==> config.mk <==
export PLATFORM = sky130hd
export DESIGN_NAME = rtc_time_counters_alarm
export DESIGN_NICKNAME = d
export VERILOG_FILES = /design/src/inc/rtc_time_pkg.sv /design/src/core/rtc_trim_sum.sv /design/src/core/rtc_time_counters_alarm.sv
export SDC_FILE = /design/constraint.sdc
export NUM_CORES = 1
export LEC_CHECK = 0
export ABC_CLOCK_PERIOD_IN_PS = 2450
export BUFFER_PORTS_ARGS = -buffer_cell sky130_fd_sc_hd__buf_2
export CORE_ASPECT_RATIO = 1.4
export CORE_MARGIN = 4
export CORE_UTILIZATION = 51
export DETAILED_ROUTE_END_ITERATION = 16
export GPL_TIMING_DRIVEN = 0
export PLACE_DENSITY = 0.77
export SETUP_SLACK_MARGIN = 0.5
export SLEW_MARGIN = 15
export SYNTH_ARGS = -nofsm -noshare
export SYNTH_HDL_FRONTEND = slang
export SYNTH_SLANG_ARGS = --single-unit
==> constraint.sdc <==
create_clock -name clk -period 2.45 [get_ports clk]
set_input_delay 0 -clock clk [delete_from_list [all_inputs] [get_ports clk]]
set_output_delay 0 -clock clk [all_outputs]
set_load 0.02 [all_outputs]
==> src/inc/rtc_time_pkg.sv <==
// constants for the rtc time counters and interval alarm
// assumes byte-wide special function register access from the on-chip mcu
package rtc_time_pkg;
  localparam logic [7:0] LOWER_TIME_UNIT_ADDR      = 8'ha3;
  localparam logic [7:0] MIDDLE_TIME_UNIT_ADDR     = 8'ha4;
  localparam logic [7:0] UPPER_TIME_UNIT_ADDR      = 8'ha5;
  localparam logic [7:0] ALARM_INTERVAL_ADDR       = 8'ha6;
  localparam logic [7:0] CRYSTAL_NOMINAL_TRIM_ADDR = 8'hf6;
  localparam logic [7:0] CRYSTAL_THERMAL_TRIM_ADDR = 8'hf7;
  localparam logic [7:0] REG_RESET_VALUE           = 8'h00;
  // 32768 / 128 ticks of the calibrated clock per fraction tick
  localparam logic [7:0] PRESCALE_LAST             = 8'hff;
  localparam logic [7:0] FRACTION_LAST             = 8'h7f;
  localparam logic [7:0] MINSEC_LAST               = 8'h3b;
  localparam logic [7:0] HOUR24_LAST               = 8'h17;
  localparam logic [7:0] HOUR256_LAST              = 8'hff;
  // trim lsb is 2 ppm, so 248 ppm is 124 lsb
  localparam int         TRIM_PPM_PER_LSB          = 2;
  localparam int         TRIM_LIMIT_PPM            = 248;
  localparam logic signed [8:0] TRIM_LIMIT_LSB     = 9'(TRIM_LIMIT_PPM / TRIM_PPM_PER_LSB);
  typedef enum logic [1:0] {
    TB_FRACTION = 2'b00,
    TB_SECOND   = 2'b01,
    TB_MINUTE   = 2'b10,
    TB_HOUR     = 2'b11
  } timebase_t;
endpackage

==> src/core/rtc_trim_sum.sv <==
// adds the nominal and thermal trims and limits the correction
// assumes both trims are twos-complement, 2 ppm per lsb
`timescale 1ns/10ps
`default_nettype none
module rtc_trim_sum
  import rtc_time_pkg::*;
(
  input  wire logic              clk,
  input  wire logic              sys_rst,
  input  wire logic        [7:0] nominal_trim,
  input  wire logic        [7:0] thermal_trim,
  output logic signed      [7:0] trim_correction
);
  logic signed [8:0] raw_sum;
  logic signed [7:0] nxt_correction;
  logic signed [7:0] correction_ff;

  assign raw_sum = $signed({nominal_trim[7], nominal_trim})
                 + $signed({thermal_trim[7], thermal_trim});

  always_comb begin
    if (raw_sum > TRIM_LIMIT_LSB) begin
      nxt_correction = TRIM_LIMIT_LSB[7:0];
    end else if (raw_sum < -TRIM_LIMIT_LSB) begin
      nxt_correction = 8'(-TRIM_LIMIT_LSB);
    end else begin
      nxt_correction = raw_sum[7:0];
    end
  end

  always_ff @(posedge clk or posedge sys_rst) begin
    if (sys_rst) begin
      correction_ff <= '0;
    end else begin
      correction_ff <= nxt_correction;
    end
  end

  assign trim_correction = correction_ff;

  a_trim_limit_hi: assert property (@(posedge clk) disable iff (sys_rst)
    raw_sum > TRIM_LIMIT_LSB |=> correction_ff == TRIM_LIMIT_LSB[7:0])
    else $error("trim correction not limited high");
  a_trim_limit_lo: assert property (@(posedge clk) disable iff (sys_rst)
    raw_sum < -TRIM_LIMIT_LSB |=> correction_ff == 8'(-TRIM_LIMIT_LSB))
    else $error("trim correction not limited low");
endmodule
`default_nettype wire

==> src/core/rtc_time_counters_alarm.sv <==
// rtc time counters, interval alarm and crystal trim registers
// assumes sys_rst is power-on reset; mcu_rst is watchdog/external reset on clk
// Contract
// - seconds step each second, wrap 59 to 00, carry into minutes
// - minutes step each minute, wrap 59 to 00, carry into hours
// - day mode set: hours wrap 23 to 00, set rollover flag, raise irq
// - day mode clear: hours wrap 255 to 00, set rollover flag, raise irq
// - time and trim registers survive mcu reset; trims clear on power-on only, time registers also while rtc_enable is low
// - interval count equal to alarm interval sets alarm flag and raises irq
// - interval counter and alarm interval register are eight bits
// - nominal trim register written by software, used for correction
// - correction is nominal plus thermal trim, limited to 248 ppm
// - timebase select 00 fraction, 01 second, 10 minute, 11 hour
// - after alarm counter restarts, or is held cleared when single shot
// - seconds step when the 1/128 s fraction counter wraps 127 to 00
`timescale 1ns/10ps
`default_nettype none
module rtc_time_counters_alarm
  import rtc_time_pkg::*;
(
  input  wire logic        clk,
  input  wire logic        sys_rst,
  input  wire logic        mcu_rst,
  input  wire logic        cal_clk_32k,
  input  wire logic  [7:0] sfr_addr,
  input  wire logic        sfr_wr,
  input  wire logic  [7:0] sfr_wdata,
  output logic       [7:0] sfr_rdata,
  input  wire logic        rtc_enable,
  input  wire logic        interval_enable,
  input  wire logic        day_mode_select,
  input  wire logic  [1:0] timebase_sel,
  input  wire logic        single_shot_alarm,
  input  wire logic        day_rollover_clr,
  input  wire logic        alarm_clr,
  output logic             day_rollover_flag,
  output logic             alarm_flag,
  output logic             rtc_irq_pending,
  output logic       [7:0] fraction_tick_count,
  output logic signed [7:0] trim_correction
);
  logic       cal_meta_ff;
  logic       cal_sync_ff;
  logic       cal_prev_ff;
  logic       tick_32k;
  logic [7:0] prescale_ff;
  logic [7:0] fraction_ff;
  logic [7:0] lower_ff;
  logic [7:0] middle_ff;
  logic [7:0] upper_ff;
  logic [7:0] interval_ff;
  logic [7:0] nominal_ff;
  logic [7:0] thermal_ff;
  logic [7:0] icount_ff;
  logic       ihold_ff;
  logic       rollover_ff;
  logic       alarm_ff;
  logic       irq_ff;
  logic [7:0] rdata_ff;
  logic       frac_tick;
  logic       sec_tick;
  logic       min_tick;
  logic       hour_tick;
  logic       midnight_evt;
  logic       itb_tick;
  logic       alarm_evt;
  logic [7:0] hour_last;
  logic [7:0] nxt_icount;
  logic [7:0] nxt_rdata;

  function automatic logic [7:0] wrap_inc(input logic [7:0] val, input logic [7:0] last);
    wrap_inc = (val == last) ? 8'h00 : 8'(val + 8'h01);
  endfunction

  function automatic logic hit(input logic [7:0] addr, input logic [7:0] target);
    hit = (addr == target);
  endfunction

  // two flops before the edge detector; the first flop feeds nothing else
  always_ff @(posedge clk or posedge sys_rst) begin
    if (sys_rst) begin
      cal_meta_ff <= 1'b0;
      cal_sync_ff <= 1'b0;
      cal_prev_ff <= 1'b0;
    end else begin
      cal_meta_ff <= cal_clk_32k;
      cal_sync_ff <= cal_meta_ff;
      cal_prev_ff <= cal_sync_ff;
    end
  end

  assign tick_32k = cal_sync_ff & ~cal_prev_ff & rtc_enable;

  always_ff @(posedge clk or posedge sys_rst) begin
    if (sys_rst) begin
      prescale_ff <= '0;
    end else if (!rtc_enable) begin
      prescale_ff <= '0;
    end else if (tick_32k) begin
      prescale_ff <= wrap_inc(prescale_ff, PRESCALE_LAST);
    end
  end

  assign frac_tick    = tick_32k && (prescale_ff == PRESCALE_LAST);
  assign sec_tick     = frac_tick && (fraction_ff == FRACTION_LAST);
  assign min_tick     = sec_tick && (lower_ff == MINSEC_LAST);
  assign hour_last    = day_mode_select ? HOUR24_LAST : HOUR256_LAST;
  assign hour_tick    = min_tick && (middle_ff == MINSEC_LAST);
  assign midnight_evt = hour_tick && (upper_ff == hour_last);

  // fraction counter sits under the seconds; not a mapped register here
  always_ff @(posedge clk or posedge sys_rst) begin
    if (sys_rst) begin
      fraction_ff <= '0;
    end else if (!rtc_enable) begin
      fraction_ff <= '0;
    end else if (frac_tick) begin
      fraction_ff <= wrap_inc(fraction_ff, FRACTION_LAST);
    end
  end

  // time registers: cleared by power-on or rtc_enable low, mcu_rst deliberately not in this block
  always_ff @(posedge clk or posedge sys_rst) begin
    if (sys_rst) begin
      lower_ff  <= REG_RESET_VALUE;
      middle_ff <= REG_RESET_VALUE;
      upper_ff  <= REG_RESET_VALUE;
    end else if (!rtc_enable) begin
      lower_ff  <= REG_RESET_VALUE;
      middle_ff <= REG_RESET_VALUE;
      upper_ff  <= REG_RESET_VALUE;
    end else begin
      // software write beats a tick landing in the same cycle
      if (sfr_wr && hit(sfr_addr, LOWER_TIME_UNIT_ADDR)) begin
        lower_ff <= sfr_wdata;
      end else if (sec_tick) begin
        lower_ff <= wrap_inc(lower_ff, MINSEC_LAST);
      end
      if (sfr_wr && hit(sfr_addr, MIDDLE_TIME_UNIT_ADDR)) begin
        middle_ff <= sfr_wdata;
      end else if (min_tick) begin
        middle_ff <= wrap_inc(middle_ff, MINSEC_LAST);
      end
      if (sfr_wr && hit(sfr_addr, UPPER_TIME_UNIT_ADDR)) begin
        upper_ff <= sfr_wdata;
      end else if (hour_tick) begin
        upper_ff <= wrap_inc(upper_ff, hour_last);
      end
    end
  end

  // trim registers, also power-on only
  always_ff @(posedge clk or posedge sys_rst) begin
    if (sys_rst) begin
      nominal_ff <= REG_RESET_VALUE;
      thermal_ff <= REG_RESET_VALUE;
    end else begin
      if (sfr_wr && hit(sfr_addr, CRYSTAL_NOMINAL_TRIM_ADDR)) begin
        nominal_ff <= sfr_wdata;
      end
      if (sfr_wr && hit(sfr_addr, CRYSTAL_THERMAL_TRIM_ADDR)) begin
        thermal_ff <= sfr_wdata;
      end
    end
  end

  always_ff @(posedge clk or posedge sys_rst) begin
    if (sys_rst) begin
      interval_ff <= REG_RESET_VALUE;
    end else if (sfr_wr && hit(sfr_addr, ALARM_INTERVAL_ADDR)) begin
      interval_ff <= sfr_wdata;
    end
  end

  always_comb begin
    unique case (timebase_t'(timebase_sel))
      TB_FRACTION: itb_tick = frac_tick;
      TB_SECOND:   itb_tick = sec_tick;
      TB_MINUTE:   itb_tick = min_tick;
      TB_HOUR:     itb_tick = hour_tick;
    endcase
  end

  assign nxt_icount = 8'(icount_ff + 8'h01);
  assign alarm_evt  = interval_enable && rtc_enable && !ihold_ff && itb_tick
                    && (nxt_icount == interval_ff);

  always_ff @(posedge clk or posedge sys_rst) begin
    if (sys_rst) begin
      icount_ff <= '0;
      ihold_ff  <= 1'b0;
    end else if (mcu_rst || !interval_enable || !rtc_enable) begin
      icount_ff <= '0;
      ihold_ff  <= 1'b0;
    end else if (alarm_evt) begin
      icount_ff <= '0;
      ihold_ff  <= single_shot_alarm;
    end else if (itb_tick && !ihold_ff) begin
      icount_ff <= nxt_icount;
    end
  end

  // set beats a clear in the same cycle
  always_ff @(posedge clk or posedge sys_rst) begin
    if (sys_rst) begin
      rollover_ff <= 1'b0;
      alarm_ff    <= 1'b0;
    end else begin
      if (midnight_evt) begin
        rollover_ff <= 1'b1;
      end else if (day_rollover_clr || mcu_rst) begin
        rollover_ff <= 1'b0;
      end
      if (alarm_evt) begin
        alarm_ff <= 1'b1;
      end else if (alarm_clr || mcu_rst) begin
        alarm_ff <= 1'b0;
      end
    end
  end

  // pending request pulse for the interrupt controller, one cycle; a rollover and an alarm in the same cycle share one pulse
  always_ff @(posedge clk or posedge sys_rst) begin
    if (sys_rst) begin
      irq_ff <= 1'b0;
    end else begin
      irq_ff <= midnight_evt | alarm_evt;
    end
  end

  always_comb begin
    nxt_rdata = 8'h00;
    unique case (1'b1)
      hit(sfr_addr, LOWER_TIME_UNIT_ADDR):      nxt_rdata = lower_ff;
      hit(sfr_addr, MIDDLE_TIME_UNIT_ADDR):     nxt_rdata = middle_ff;
      hit(sfr_addr, UPPER_TIME_UNIT_ADDR):      nxt_rdata = upper_ff;
      hit(sfr_addr, ALARM_INTERVAL_ADDR):       nxt_rdata = interval_ff;
      hit(sfr_addr, CRYSTAL_NOMINAL_TRIM_ADDR): nxt_rdata = nominal_ff;
      hit(sfr_addr, CRYSTAL_THERMAL_TRIM_ADDR): nxt_rdata = thermal_ff;
      default:                                  nxt_rdata = 8'h00;
    endcase
  end

  // read data lags the address by one clock
  always_ff @(posedge clk or posedge sys_rst) begin
    if (sys_rst) begin
      rdata_ff <= '0;
    end else begin
      rdata_ff <= nxt_rdata;
    end
  end

  rtc_trim_sum u_trim_sum (
    .clk             (clk),
    .sys_rst         (sys_rst),
    .nominal_trim    (nominal_ff),
    .thermal_trim    (thermal_ff),
    .trim_correction (trim_correction)
  );

  assign sfr_rdata           = rdata_ff;
  assign day_rollover_flag   = rollover_ff;
  assign alarm_flag          = alarm_ff;
  assign rtc_irq_pending     = irq_ff;
  assign fraction_tick_count = fraction_ff;

  a_sec_wrap: assert property (@(posedge clk) disable iff (sys_rst)
    sec_tick && lower_ff == MINSEC_LAST && rtc_enable && !sfr_wr
      |=> lower_ff == 8'h00)
    else $error("seconds did not wrap to zero");
  a_sec_carry: assert property (@(posedge clk) disable iff (sys_rst)
    $changed(middle_ff) && $past(rtc_enable) && !$past(sfr_wr)
      |-> $past(lower_ff) == MINSEC_LAST)
    else $error("minutes moved without seconds carry");
  a_hour24_wrap: assert property (@(posedge clk) disable iff (sys_rst)
    day_mode_select && hour_tick && upper_ff == HOUR24_LAST && !sfr_wr
      |=> upper_ff == 8'h00 && rollover_ff && irq_ff)
    else $error("24 hour rollover wrong");
  a_hour256_wrap: assert property (@(posedge clk) disable iff (sys_rst)
    !day_mode_select && hour_tick && upper_ff == HOUR256_LAST && !sfr_wr
      |=> upper_ff == 8'h00 && rollover_ff && irq_ff)
    else $error("256 hour rollover wrong");
  a_time_keep: assert property (@(posedge clk) disable iff (sys_rst)
    mcu_rst && rtc_enable && !sfr_wr && !sec_tick |=> $stable(lower_ff))
    else $error("seconds lost on mcu reset");
  a_alarm_set: assert property (@(posedge clk) disable iff (sys_rst)
    alarm_evt |=> alarm_ff && irq_ff && icount_ff == 8'h00)
    else $error("alarm event not flagged");
  a_single_hold: assert property (@(posedge clk) disable iff (sys_rst)
    alarm_evt && single_shot_alarm && !mcu_rst
      |=> ihold_ff ##1 (icount_ff == 8'h00))
    else $error("single shot counter not held");
  a_frac_carry: assert property (@(posedge clk) disable iff (sys_rst)
    $rose(fraction_ff == 8'h00) && $past(rtc_enable)
      |-> $past(fraction_ff) == FRACTION_LAST)
    else $error("fraction counter wrapped wrong");
  a_sfr_read: assert property (@(posedge clk) disable iff (sys_rst)
    sfr_wr && hit(sfr_addr, ALARM_INTERVAL_ADDR) ##1 !sfr_wr && hit(sfr_addr, ALARM_INTERVAL_ADDR)
      |=> sfr_rdata == $past(sfr_wdata, 2))
    else $error("alarm interval readback wrong");
  a_tb_select: assert property (@(posedge clk) disable iff (sys_rst)
    timebase_sel == 2'b00 |-> itb_tick == frac_tick)
    else $error("fraction timebase not selected");
endmodule
`default_nettype wire

==> impl_metrics.yaml <==
clocking:
  h-tree-depth: 3
  clkTransAtPathRegs_ns: 0.06
  cts_tree: "yes"
  clock_path_buffers: 2
  clk_latency_ns: 0.34
  cts_inserted_buffers: 9
  clkSinkCount: 95
  root_buffer: "clkbuf_16"
die:
  coreArea_mm2: 0.0103
  die_y_um: 129
  die_area_mm2: 0.0122
  rows: 44
  die_x_um: 94.5
  ios: 56
  start_util: 0.519
drt:
  firstDrtPassIters: 9
  routedWlPerCell_um: 20.1
  num_vias: 5231
  vias_per_cell: 6.36
  wl_mm: 16.6
  drcViolationCount: 0
  postRouteAntennaNets: 0
  drt_iter0_markers: 477
logic_synthesis:
  synth_area_per_cell_um2: 9.74
  synth_warnings: 0
  yosysTopAreaCellShare: 0.445
  synth_area_leader_cell: "dfrtp_1"
  syn_inst: 549
  yosysSeqAreaShare: 0.445
  async_flop_share: 1.00
  syn_area_mm2: 0.00535
  ys_seq_elements: 95
  ys_top_cells_by_area: "dfrtp_1 (44%), mux2_2 (5.1%), nand2_1 (4.2%), nor2_1 (3.3%), ha_1 (3.3%)"
  yosys_most_used_dff: "dfrtp_1"
  synth_cell_type_count: 66
  syn-num-nets: 593
  synth_edf_count: 0
worst_hold_path:
  hp-class: "in2reg"
grt:
  grt_pass1_wl_mm: 23.5
  grt_overflow: 0
  antenna_found_initial: 0
  grt_usage: 0.246
  grt_max_degree: 31
  grt_pass1_vias: 4718
sta:
  setup_tns_ns: 0
  finalCritPeriodShare: 0.944
  maxClockFrequency_mhz: 432
  tightest_slew_ns: 0.727
  relSlewSlack: 0.515
  rsz0062_at_grt: "yes"
  drv_slew: 0
  setup_viol: 0
  fin_skew_ns: 0.00758
  finalHoldViolations: 0
  min_period_ns: 2.31
layout:
  nets: 725
  fillers: 700
  layout-area-overhead-vs-synth_pct: 37.2
  n_antenna_cell: 0
  postLayoutCoreUtil: 0.712
  drive_gt1_frac: 0.395
pwr:
  power_frac_clock: 0.394
  p_int_mw: 2.58
  power_leakage_nw: 3.30
  p_per_area_mw_per_mm2: 472
  switching_share: 0.254
  power_switching_mw: 0.880
  power_frac_comb: 0.124
  ir_drop_mv: 0.404
  sequentialPowerShare: 0.482
worst_setup_path:
  cp.required_ns: 2.68
  start_kind: "flip-flop"
  path_class: "reg2reg"
  crit_fanout: 2
  endpoint_kind: "flip-flop"
  worstPathArrival_ns: 2.55
flow_run:
  cap_violations: 0
run_status:
  status: "finished, final reports clean"
placed_design:
  gp_congestion: 0.940
  hpwl_mm: 10.2
  io_buffers: 53
## sequential cells by signal, summed over array words and instances, names as in the netlist, 8 cells and up
signal                      cells
interval_ff                     8
middle_ff                       8
u_trim_sum.trim_correction      8
thermal_ff                      8
upper_ff                        8
sfr_rdata                       8
lower_ff                        8
icount_ff                       8
fraction_tick_count             8
nominal_ff                      8
prescale_ff                     8
## cells by family after synthesis
group | count (synthesis) | synth area share
fa+ha+maj | 18 | 0.0421
flops | 95 | 0.445
buf+inv | 23 | 0.0178
simple gates | 226 | 0.223
xor+xnor | 31 | 0.0508
mux | 26 | 0.0543
compound gates | 130 | 0.167
## placed cells by master, fill, tap and decap left out, types with 4 or more instances in the layout
| cell type | netlist | final |
|---|---|---|
| a211oi_1 | 10 | 5 |
| buf_6 | 0 | 17 |
| mux2_2 | 24 | 24 |
| nand2_2 | 0 | 5 |
| nand3b_1 | 7 | 7 |
| buf_2 | 4 | 55 |
| o21ai_2 | 1 | 8 |
| o21ai_0 | 27 | 17 |
| nor3_2 | 3 | 5 |
| a211oi_2 | 0 | 4 |
| a21oi_2 | 0 | 5 |
| clkbuf_16 | 0 | 11 |
| a21oi_1 | 34 | 29 |
| dlygate4sd3_1 | 0 | 7 |
| nor2_4 | 0 | 5 |
| nand2_1 | 60 | 53 |
| nor2_1 | 47 | 43 |
| nand4_1 | 19 | 19 |
| xnor2_1 | 13 | 10 |
| o211ai_1 | 8 | 8 |
| xor2_1 | 18 | 18 |
| inv_1 | 7 | 5 |
| dfrtp_2 | 0 | 12 |
| clkbuf_1 | 10 | 9 |
| ha_4 | 0 | 9 |
| dfrtp_1 | 95 | 83 |
| buf_4 | 1 | 41 |
| nand3_2 | 1 | 9 |
| nor3_1 | 13 | 10 |
| nand3_1 | 27 | 17 |
| or2_2 | 4 | 4 |
| a222oi_1 | 16 | 16 |
| and3_1 | 15 | 13 |
## metrics by stage
step / power, mW / hold WS, ns / area [um2] / setup slack, ns / instances
floorplan: 1.90 / 0.0314 / 5450 / 0.234 / 549
global placement: 2.01 / 0.110 / 5880 / 0.118 / 740
detailed placement: 2.03 / 0.0213 / 5940 / 0.109 / 743
CTS: 3.42 / 0.0177 / 6480 / 0.140 / 779
global route: 3.60 / 0.0281 / 7330 / 0.0792 / 822
finish: 3.46 / 0.0176 / 7330 / 0.138 / 822
## critical path, cell delays in order, from the launching register on
cell and delay [ns]:
dfrtp_1 0.40, ha_2 0.20, fa_2 0.35, a21o_1 0.19
a21oi_2 0.18, xnor2_2 0.15, o2111ai_2 0.14, or3_4 0.36
a32o_1 0.23
## cell usage after synthesis, types with 3 or more instances
cell	count
o31ai_1	3
mux2_2	24
o22ai_1	3
a211oi_1	10
nor3_2	3
nand3b_1	7
inv_1	7
a22o_1	3
a21oi_1	34
ha_1	14
nor2b_1	3
nand3_1	27
o211ai_1	8
dfrtp_1	95
a222oi_1	16
xnor2_1	13
nand2_1	60
buf_2	4
or3_1	3
and3_1	15
nor3b_1	3
maj3_1	3
nor3_1	13
clkbuf_1	10
or2_2	4
o21ai_0	27
and2_1	3
nor2_1	47
a21o_1	3
xor2_1	18
nand4_1	19
## timing repair
action                                  in CTS  in global routing
setup buffers                               15                 40
hold buffers                                 7                  0
endpoints found under the setup margin      50                 52
pin swaps                                   11                 56
cloned                                       0                  3
resized for setup                           19                113
endpoints found under the hold margin       73                  0
## power by group through the flow
stage / Combinational (mW) / Clock [mW] / Sequential (mW)
after floorplan: 0.189 / 0 / 1.71
after global routing: 0.469 / 1.46 / 1.67
after detailed placement: 0.339 / 0 / 1.69
final: 0.431 / 1.36 / 1.67
after global placement: 0.318 / 0 / 1.69
after CTS: 0.380 / 1.38 / 1.66
## worst paths after layout
path / from / to / slack, ns / cells after the start
hold reg to reg: cal_meta_ff / cal_sync_ff / 0.35 / 0
max in group asynchronous: sys_rst / lower_ff[3] / 1.57 / 5
setup reg to reg: nominal_ff[0] / u_trim_sum.trim_correction[0] / 0.14 / 8
hold / removal: sfr_wdata[0] / lower_ff[0] / 0.02 / 3
min in group asynchronous: sys_rst / icount_ff[3] / 0.20 / 3
setup / recovery: nominal_ff[0] / u_trim_sum.trim_correction[0] / 0.14 / 8
## routing by layer
layer / vias up / GRT usage / share of wire
li1: 2339 / - / -
met1: 2569 / 0.309 / 0.39
met2: 255 / 0.426 / 0.50
met3: 68 / 0.0430 / 0.060
met4: 0 / 0.0833 / 0.048
met5: - / 0 / 0
## cell type report
type | instances | area, um2 | area share
repair buffers | 120 | 911 | 0.124
clock inverters | 4 | 48.8 | 0.00665
clock buffers | 10 | 229 | 0.0312
multi-input cells | 432 | 3440 | 0.469
inverters | 7 | 30.0 | 0.00409
well taps | 138 | 173 | 0.0235
plain buffers | 16 | 108 | 0.0147
flip-flops and latches | 95 | 2390 | 0.326
(Power assumes the default switching activity.)
